## config.mk

```make
export PLATFORM = sky130hd
export DESIGN_NAME = asc_control_port
export DESIGN_NICKNAME = d
export VERILOG_FILES = /design/src/rtl/asc_control_port.v
export VERILOG_INCLUDE_DIRS = /design/src /design/src/rtl
export SDC_FILE = /design/constraint.sdc
export NUM_CORES = 1
export LEC_CHECK = 0
export CORE_MARGIN = 2
export CORE_UTILIZATION = 33
export DETAILED_ROUTE_END_ITERATION = 10
export DONT_BUFFER_PORTS = 1
export GPL_TIMING_DRIVEN = 0
export PLACE_DENSITY_LB_ADDON = 0.15
export SYNTH_ARGS = -nofsm -noshare
export SYNTH_HDL_FRONTEND = slang
export SYNTH_SLANG_ARGS = --single-unit
```

## constraint.sdc

```tcl
create_clock -name clock -period 3.6 [get_ports clock]
set_input_delay 0.36 -clock clock [delete_from_list [all_inputs] [get_ports clock]]
set_output_delay 0.36 -clock clock [all_outputs]
set_load 0.01 [all_outputs]
```

## src/rtl/asc_map.vh

```
// Register map and protocol constants for the amplifier control port
`ifndef ASC_MAP_VH
`define ASC_MAP_VH
`define ASC_ADDR_UPPER 6'h36
`define ASC_REG_ID 8'h00
`define ASC_REG_PWR 8'h01
`define ASC_REG_DIG 8'h02
`define ASC_REG_VOLCFG 8'h03
`define ASC_REG_VOLL 8'h04
`define ASC_REG_VOLR 8'h05
`define ASC_REG_ANA 8'h06
`define ASC_REG_FAULT 8'h08
`define ASC_REG_CLIP2 8'h10
`define ASC_REG_CLIP1 8'h11
`define ASC_RST_PWR 8'hFD
`define ASC_RST_DIG 8'h14
`define ASC_RST_VOLCFG 8'h80
`define ASC_RST_VOL 8'hCF
`define ASC_RST_ANA 8'h51
`define ASC_RST_CLIP2 8'hFF
`define ASC_RST_CLIP1 8'hFC
`define ASC_ANA_CHSEL 1
`define ASC_ANA_GAIN_LSB 2
`define ASC_DIG_FMT_LSB 0
`define ASC_DIG_SPEED 3
`define ASC_DIG_BOOST_LSB 4
`define ASC_SWMODE_PINS 2'b11
`define ASC_STRAP_EDGE 2'h2
`endif

```

## src/rtl/asc_control_port.v

```verilog
// Software control port of a mono class-D amplifier: bus slave and settings
// Function
// RQ1: Shutdown pin low forces shutdown
// RQ2: Host enters sleep before shutdown
// RQ3: Audio format selectable LJ, RJ, I2S
// RQ4: Double-speed mode bit offered
// RQ5: Single-speed clock ratios per sample rate
// RQ6: Channel select bit picks left/right
// RQ7: Boost set before unmute, unchanged
// RQ8: Analog gain taken from register
// RQ9: Address LSB strapped once at power-up
// RQ10: Works at 100k and 400k bus
// RQ11: Slave only, never drives clock
// RQ12: Bytes MSB first, each acknowledged
// RQ13: Ack holds data low whole period
// RQ14: Master start/stop while clock high
// RQ15: First byte address plus direction
// RQ16: Any byte count between start, stop
// RQ17: Write: address, register, data bytes
// RQ18: Read: repeated start then data byte
// RQ19: Both gain pins high selects software
// RQ20: Pins become bus clock and data
// RQ21: Mismatched address leaves transfer ignored
`timescale 1ns/1ps
`include "asc_map.vh"
module asc_control_port (
  // Clock and reset
  input wire clock,
  input wire resetn,
  // Device pins
  input wire amp_shutdown_n,
  input wire sleep_addr_strap,
  input wire [1:0] gain_select_pins,
  input wire hwmode_or_bus_clock_pin,
  input wire freqsel_or_bus_data_pin_in,
  output wire freqsel_or_bus_data_pin_out,
  output reg freqsel_or_bus_data_pin_oe,
  // Settings to the audio path
  output reg amp_shutdown,
  output reg amp_sleep,
  output reg software_mode,
  output reg [2:0] audio_format,
  output reg double_speed,
  output reg [1:0] digital_gain,
  output reg [1:0] analog_gain,
  output reg use_left_channel,
  output reg hw_mode_pin,
  output reg freq_select_pin
);
  localparam ST_IDLE = 3'd0;
  localparam ST_ADDR = 3'd1;
  localparam ST_REG = 3'd2;
  localparam ST_WDATA = 3'd3;
  localparam ST_RDATA = 3'd4;
  localparam ST_RACK = 3'd5;

  // Two-flop synchronisers for all pins
  reg [5:0] sync1_ff;
  reg [5:0] sync2_ff;
  always @(posedge clock or negedge resetn) begin
    if (!resetn) begin
      sync1_ff <= 6'h3F;
      sync2_ff <= 6'h3F;
    end else begin
      sync1_ff <= {amp_shutdown_n, sleep_addr_strap, gain_select_pins,
                   hwmode_or_bus_clock_pin, freqsel_or_bus_data_pin_in};
      sync2_ff <= sync1_ff; // RQ10
    end
  end
  wire sd_n = sync2_ff[5];
  wire strap = sync2_ff[4];
  wire [1:0] gsel = sync2_ff[3:2];
  wire scl = sync2_ff[1];
  wire sda = sync2_ff[0];

  // Edge history on the synchronised bus lines
  reg scl_d_ff;
  reg sda_d_ff;
  always @(posedge clock or negedge resetn) begin
    if (!resetn) begin
      scl_d_ff <= 1'b1;
      sda_d_ff <= 1'b1;
    end else begin
      scl_d_ff <= scl;
      sda_d_ff <= sda;
    end
  end
  wire scl_rise = scl & ~scl_d_ff;
  wire scl_fall = ~scl & scl_d_ff;
  wire sw = (gsel == `ASC_SWMODE_PINS); // RQ19
  wire start_c = sw & scl & scl_d_ff & sda_d_ff & ~sda; // RQ14
  wire stop_c = sw & scl & scl_d_ff & ~sda_d_ff & sda; // RQ14

  // Address strap caught once, after the synchroniser holds the real pin
  reg [1:0] strap_cnt_ff;
  reg addr_lsb_ff;
  always @(posedge clock or negedge resetn) begin
    if (!resetn) begin
      strap_cnt_ff <= 2'h0;
      addr_lsb_ff <= 1'b0;
    end else if (strap_cnt_ff != 2'h3) begin
      strap_cnt_ff <= strap_cnt_ff + 2'h1;
      if (strap_cnt_ff == `ASC_STRAP_EDGE) begin
        addr_lsb_ff <= strap; // RQ9
      end
    end
  end
  wire [6:0] my_addr = {`ASC_ADDR_UPPER, addr_lsb_ff};

  // Register storage
  reg [7:0] pwr_ff;
  reg [7:0] dig_ff;
  reg [7:0] volcfg_ff;
  reg [7:0] voll_ff;
  reg [7:0] volr_ff;
  reg [7:0] ana_ff;
  reg [7:0] fault_ff;
  reg [7:0] clip2_ff;
  reg [7:0] clip1_ff;

  // Bus slave state
  reg [2:0] state_ff;
  reg [3:0] bit_ff;
  reg [7:0] shift_ff;
  reg [7:0] ptr_ff;
  reg ack_ff;
  reg sda_low_ff;
  reg [7:0] rd_byte;

  // Read multiplexer
  always @* begin
    case (ptr_ff)
      `ASC_REG_PWR: rd_byte = pwr_ff;
      `ASC_REG_DIG: rd_byte = dig_ff;
      `ASC_REG_VOLCFG: rd_byte = volcfg_ff;
      `ASC_REG_VOLL: rd_byte = voll_ff;
      `ASC_REG_VOLR: rd_byte = volr_ff;
      `ASC_REG_ANA: rd_byte = ana_ff;
      `ASC_REG_FAULT: rd_byte = fault_ff;
      `ASC_REG_CLIP2: rd_byte = clip2_ff;
      `ASC_REG_CLIP1: rd_byte = clip1_ff;
      default: rd_byte = 8'h00;
    endcase
  end

  // Slave never drives clock; data line open-drain low only
  assign freqsel_or_bus_data_pin_out = 1'b0; // RQ11
  wire wr_now = (state_ff == ST_WDATA) & ack_ff & scl_fall & (bit_ff == 4'd8);

  // Bus slave sequencer
  always @(posedge clock or negedge resetn) begin
    if (!resetn) begin
      state_ff <= ST_IDLE;
      bit_ff <= 4'd0;
      shift_ff <= 8'h00;
      ptr_ff <= 8'h00;
      ack_ff <= 1'b0;
      sda_low_ff <= 1'b0;
    end else if (!sw || stop_c) begin
      state_ff <= ST_IDLE; // RQ16
      sda_low_ff <= 1'b0;
      ack_ff <= 1'b0;
    end else if (start_c) begin
      state_ff <= ST_ADDR; // RQ18
      bit_ff <= 4'd0;
      ack_ff <= 1'b0;
      sda_low_ff <= 1'b0;
    end else if (state_ff != ST_IDLE) begin
      if (scl_rise && !ack_ff && bit_ff < 4'd8 && state_ff != ST_RDATA) begin
        shift_ff <= {shift_ff[6:0], sda}; // RQ12
        bit_ff <= bit_ff + 4'd1;
      end
      if (state_ff == ST_RDATA) begin
        if (scl_fall) begin
          if (bit_ff == 4'd8) begin
            state_ff <= ST_RACK;
            sda_low_ff <= 1'b0;
          end else begin
            sda_low_ff <= ~rd_byte[3'd7 - bit_ff[2:0]]; // RQ12
            bit_ff <= bit_ff + 4'd1;
          end
        end
      end else if (state_ff == ST_RACK) begin
        if (scl_rise) begin
          if (sda) begin
            state_ff <= ST_IDLE; // RQ18
          end else begin
            state_ff <= ST_RDATA;
            ptr_ff <= ptr_ff + 8'h01;
            bit_ff <= 4'd0;
          end
        end
      end else if (scl_fall && bit_ff == 4'd8) begin
        if (!ack_ff) begin
          if (state_ff == ST_ADDR && shift_ff[7:1] != my_addr) begin
            state_ff <= ST_IDLE; // RQ21
          end else begin
            ack_ff <= 1'b1;
            sda_low_ff <= 1'b1; // RQ13
          end
        end else begin
          ack_ff <= 1'b0;
          sda_low_ff <= 1'b0;
          bit_ff <= 4'd0;
          case (state_ff)
            ST_ADDR: begin
              if (shift_ff[0]) begin
                state_ff <= ST_RDATA; // RQ18
                sda_low_ff <= ~rd_byte[7];
                bit_ff <= 4'd1;
              end else begin
                state_ff <= ST_REG; // RQ17
              end
            end
            ST_REG: begin
              ptr_ff <= shift_ff; // RQ17
              state_ff <= ST_WDATA;
            end
            ST_WDATA: ptr_ff <= ptr_ff + 8'h01; // RQ16
            default: state_ff <= ST_IDLE;
          endcase
        end
      end
    end
  end

  // Register writes at the end of the data acknowledge
  always @(posedge clock or negedge resetn) begin
    if (!resetn) begin
      pwr_ff <= `ASC_RST_PWR;
      dig_ff <= `ASC_RST_DIG;
      volcfg_ff <= `ASC_RST_VOLCFG;
      voll_ff <= `ASC_RST_VOL;
      volr_ff <= `ASC_RST_VOL;
      ana_ff <= `ASC_RST_ANA;
      fault_ff <= 8'h00;
      clip2_ff <= `ASC_RST_CLIP2;
      clip1_ff <= `ASC_RST_CLIP1;
    end else if (wr_now) begin
      case (ptr_ff) // RQ17
        `ASC_REG_PWR: pwr_ff <= shift_ff;
        `ASC_REG_DIG: dig_ff <= shift_ff;
        `ASC_REG_VOLCFG: volcfg_ff <= shift_ff;
        `ASC_REG_VOLL: voll_ff <= shift_ff;
        `ASC_REG_VOLR: volr_ff <= shift_ff;
        `ASC_REG_ANA: ana_ff <= shift_ff;
        `ASC_REG_FAULT: fault_ff <= shift_ff;
        `ASC_REG_CLIP2: clip2_ff <= shift_ff;
        `ASC_REG_CLIP1: clip1_ff <= shift_ff;
        default: fault_ff <= fault_ff;
      endcase
    end
  end

  // Registered outputs to the audio path and the data pin enable
  always @(posedge clock or negedge resetn) begin
    if (!resetn) begin
      freqsel_or_bus_data_pin_oe <= 1'b0;
      amp_shutdown <= 1'b1;
      amp_sleep <= 1'b0;
      software_mode <= 1'b0;
      audio_format <= 3'd0;
      double_speed <= 1'b0;
      digital_gain <= 2'd0;
      analog_gain <= 2'd0;
      use_left_channel <= 1'b0;
      hw_mode_pin <= 1'b0;
      freq_select_pin <= 1'b0;
    end else begin
      freqsel_or_bus_data_pin_oe <= sda_low_ff & sw; // RQ13
      amp_shutdown <= ~sd_n; // RQ1
      amp_sleep <= sw ? pwr_ff[1] : strap;
      software_mode <= sw; // RQ19
      audio_format <= dig_ff[`ASC_DIG_FMT_LSB +: 3]; // RQ3
      double_speed <= sw & dig_ff[`ASC_DIG_SPEED]; // RQ4 RQ5
      digital_gain <= dig_ff[`ASC_DIG_BOOST_LSB +: 2];
      analog_gain <= sw ? ana_ff[`ASC_ANA_GAIN_LSB +: 2] : gsel; // RQ8
      use_left_channel <= ana_ff[`ASC_ANA_CHSEL]; // RQ6
      hw_mode_pin <= sw ? 1'b0 : scl; // RQ20
      freq_select_pin <= sw ? 1'b0 : sda; // RQ20
    end
  end
endmodule

```

==> qor.txt <==
status = completed
share of flip-flops with an asynchronous set or reset = 1.00
vias in the first global route = 4598
grt met3 use = 0.0455
crit path DAT = 3.29 ns
Mapped Nets = 542
Detail Placement HPWL = 10900 um
final worst path period need = 2.98 ns
Worst VDD drop = 0.277 mV
design area = 0.00716 mm^2
post-route DRC violation count = 0
setup TNS = 0 ns
Core Util, Final = 0.385
Detail Route Antenna Nets = 0
CP required = 3.91 ns
P_leak = 3.01 nW
FF+latch count, synth = 129
Syn Std Cell Area = 0.00620 mm^2
Worst slew margin = 0.536
vias per cell = 5.47
unrepaired setup endpoints after global routing = no
Routability Congestion = 0.873
number of flops mapped to enable cells by yosys = 0
CTS tree = yes
commonest non-fill, non-tap cells in the layout = 84 x mux2_2, 75 x dfrtp_1, 54 x dfstp_2
Worst setup EP type = flip-flop
Synth Flop Type = dfrtp_1
worst r2r src = ptr_ff[1]
FF-to-FF End = sda_low_ff
Worst Path Buf+Inv = 3
GRT busiest layer = met2
worst-margin pin slew = 0.691 ns
Overflow after GRT = 0
post-CTS setup buffer count = 0
M2 GR Usage = 0.274
WL/cell = 20.3 um
Hold-fix buffers, CTS = 8
HP Class = reg2reg
Die Span X = 141 um
Hold Fails Final Rpt = 0
via count = 4379
Most Frequent Cell on Critical Path = o32ai_1
Fmax = 0.336 GHz
max incr delay on CP = 0.49 ns
Synth Instances = 527
Hold Path Stages = 0
Worst Slack Setup Final = 0.621 ns
share of cells above drive strength 1 = 0.370
WHS Endpoint = sync2_ff[5]
FP Rows = 50
Final #Nets = 569
CTS Buffer Depth = 2
cts repair resizes = 0
Unique masters post-synth = 72
clk root buf = clkbuf_16
Worst Clk Skew = 0.0104 ns
dpl ws = 0.670 ns
starting density of the core = 0.334
period utilization = 0.827
antenna cells = 0
IO Pins = 24
core box area = 0.0186 mm^2
initial antenna violation count = 0
IO Port Bufs = 0
Syn. warnings = 0
area grow syn2layout = 15.4%
Fill cells = 1797
CP max FO = 10
met1 usage = 0.231
PwrDens = 452 mW/mm^2
Setup violations, final = 0
CTS HTree Levels = 4
number of CTS-inserted buffers = 17
kind of cell adding the most delay to the critical path = compound AO/OA/AOI/OAI gates
Iter 0 DRT Violations = 251
first-pass GRT wire length = 26300 um
clock sink count = 129
Clock Latency Late Sink = 0.43 ns
Cell Area, Placed = 0.00650 mm^2
Slew Limit Fails = 0
Pwr Total = 0.00324 W
Pre-Repair DR Iteration Count = 5
Setup crit start = ptr_ff[1]
crit-path cells = inv_1 -> ha_1 -> clkbuf_1 -> buf_2 -> a22oi_1 -> o211ai_1 -> o32ai_1 -> o32ai_1 -> nand4_1 -> a31o_2
Max-Cap Viols = 0
hold path start = sync1_ff[5]
Total Routing Usage GR = 0.174
reg2reg path depth = 10
commonest non-fill, non-tap cell in the layout = mux2_2
Crit Path Category = reg2reg
syn_area_per_cell = 11.8 um^2
R2R setup slack = 0.62 ns
final wirelength = 16300 um
Die Y = 141 um
clk slew on worst S/H paths = 0.06 ns
DIE AREA = 0.0199 mm^2
Worst Setup Start Kind = flip-flop
sequential share of the synthesized area = 0.531
largest net degree at the start of global routing = 130
Crit-path slowest cell = clkbuf_1
## state kept, by name, indices dropped and copies added, names as in the netlist, 8 cells and up
name       count
dig_ff         8
ana_ff         8
shift_ff       8
voll_ff        8
volr_ff        8
ptr_ff         8
fault_ff       8
volcfg_ff      8
pwr_ff         8
clip2_ff       8
clip1_ff       8
## through the flow
stage	hold WS [ns]	cells
floorplan	0.0644	527
global placement	0.0682	761
detailed placement	0.0680	761
CTS	0.355	801
global route	0.357	801
finish	0.354	801
## synth_stat cells, drive strengths merged, types with 5 or more instances
| cell | n | area share |
|---|---|---|
| a21oi | 22 | 0.018 |
| a22oi | 15 | 0.018 |
| a31oi | 5 | 0.0060 |
| a32oi | 5 | 0.0071 |
| and2 | 6 | 0.0063 |
| and3 | 13 | 0.014 |
| buf | 15 | 0.015 |
| clkbuf | 22 | 0.014 |
| dfrtp | 75 | 0.30 |
| dfstp | 54 | 0.23 |
| ha | 7 | 0.014 |
| inv | 11 | 0.0067 |
| mux2 | 84 | 0.15 |
| nand2 | 28 | 0.018 |
| nand3 | 14 | 0.013 |
| nor2 | 24 | 0.015 |
| nor2b | 5 | 0.0050 |
| nor3 | 16 | 0.019 |
| o21ai | 32 | 0.026 |
| o22ai | 7 | 0.0071 |
## final cells by class
type,count,area (um^2),area share
buffer,37,176,0.0246
clock buffer,18,439,0.0613
clock inverter,14,126,0.0177
inverter,11,41.3,0.00577
multi-input combinational,350,2690,0.376
sequential,129,3300,0.460
tap,234,293,0.0409
timing repair buffer,8,97.6,0.0136
## power by group
group          internal, W  switching, W
Sequential         0.00148     0.0000154
Clock             0.000974      0.000687
Combinational    0.0000288     0.0000571
Total              0.00248      0.000759
## cell families (layout without fill, tap and decap cells)
family | Yosys count | in the layout | synth area share
buffers and inverters | 48 | 88 | 0.0351
AOI/OAI and AO/OA | 119 | 119 | 0.128
DFF | 129 | 129 | 0.531
adders and majority gates | 7 | 7 | 0.0141
muxes | 88 | 88 | 0.159
other | 1 | 1 | 0.000605
and+or+nand+nor | 131 | 131 | 0.126
xor gates and xnor gates | 4 | 4 | 0.00565
## worst max path at each step
stage,to,slack (ns),cells after the start
finish,sda_low_ff,0.62,10
global route,sda_low_ff,0.48,10
CTS,sda_low_ff,0.65,10
detailed placement,sda_low_ff,0.67,10
global placement,sda_low_ff,0.66,10
floorplan,fault_ff[0],1.47,9
## routing by layer
metal	share of wire	up-vias
li1	-	1986
met1	0.46	2243
met2	0.47	121
met3	0.043	29
met4	0.024	0
met5	0	-
Power figures use the tool's default switching activity.
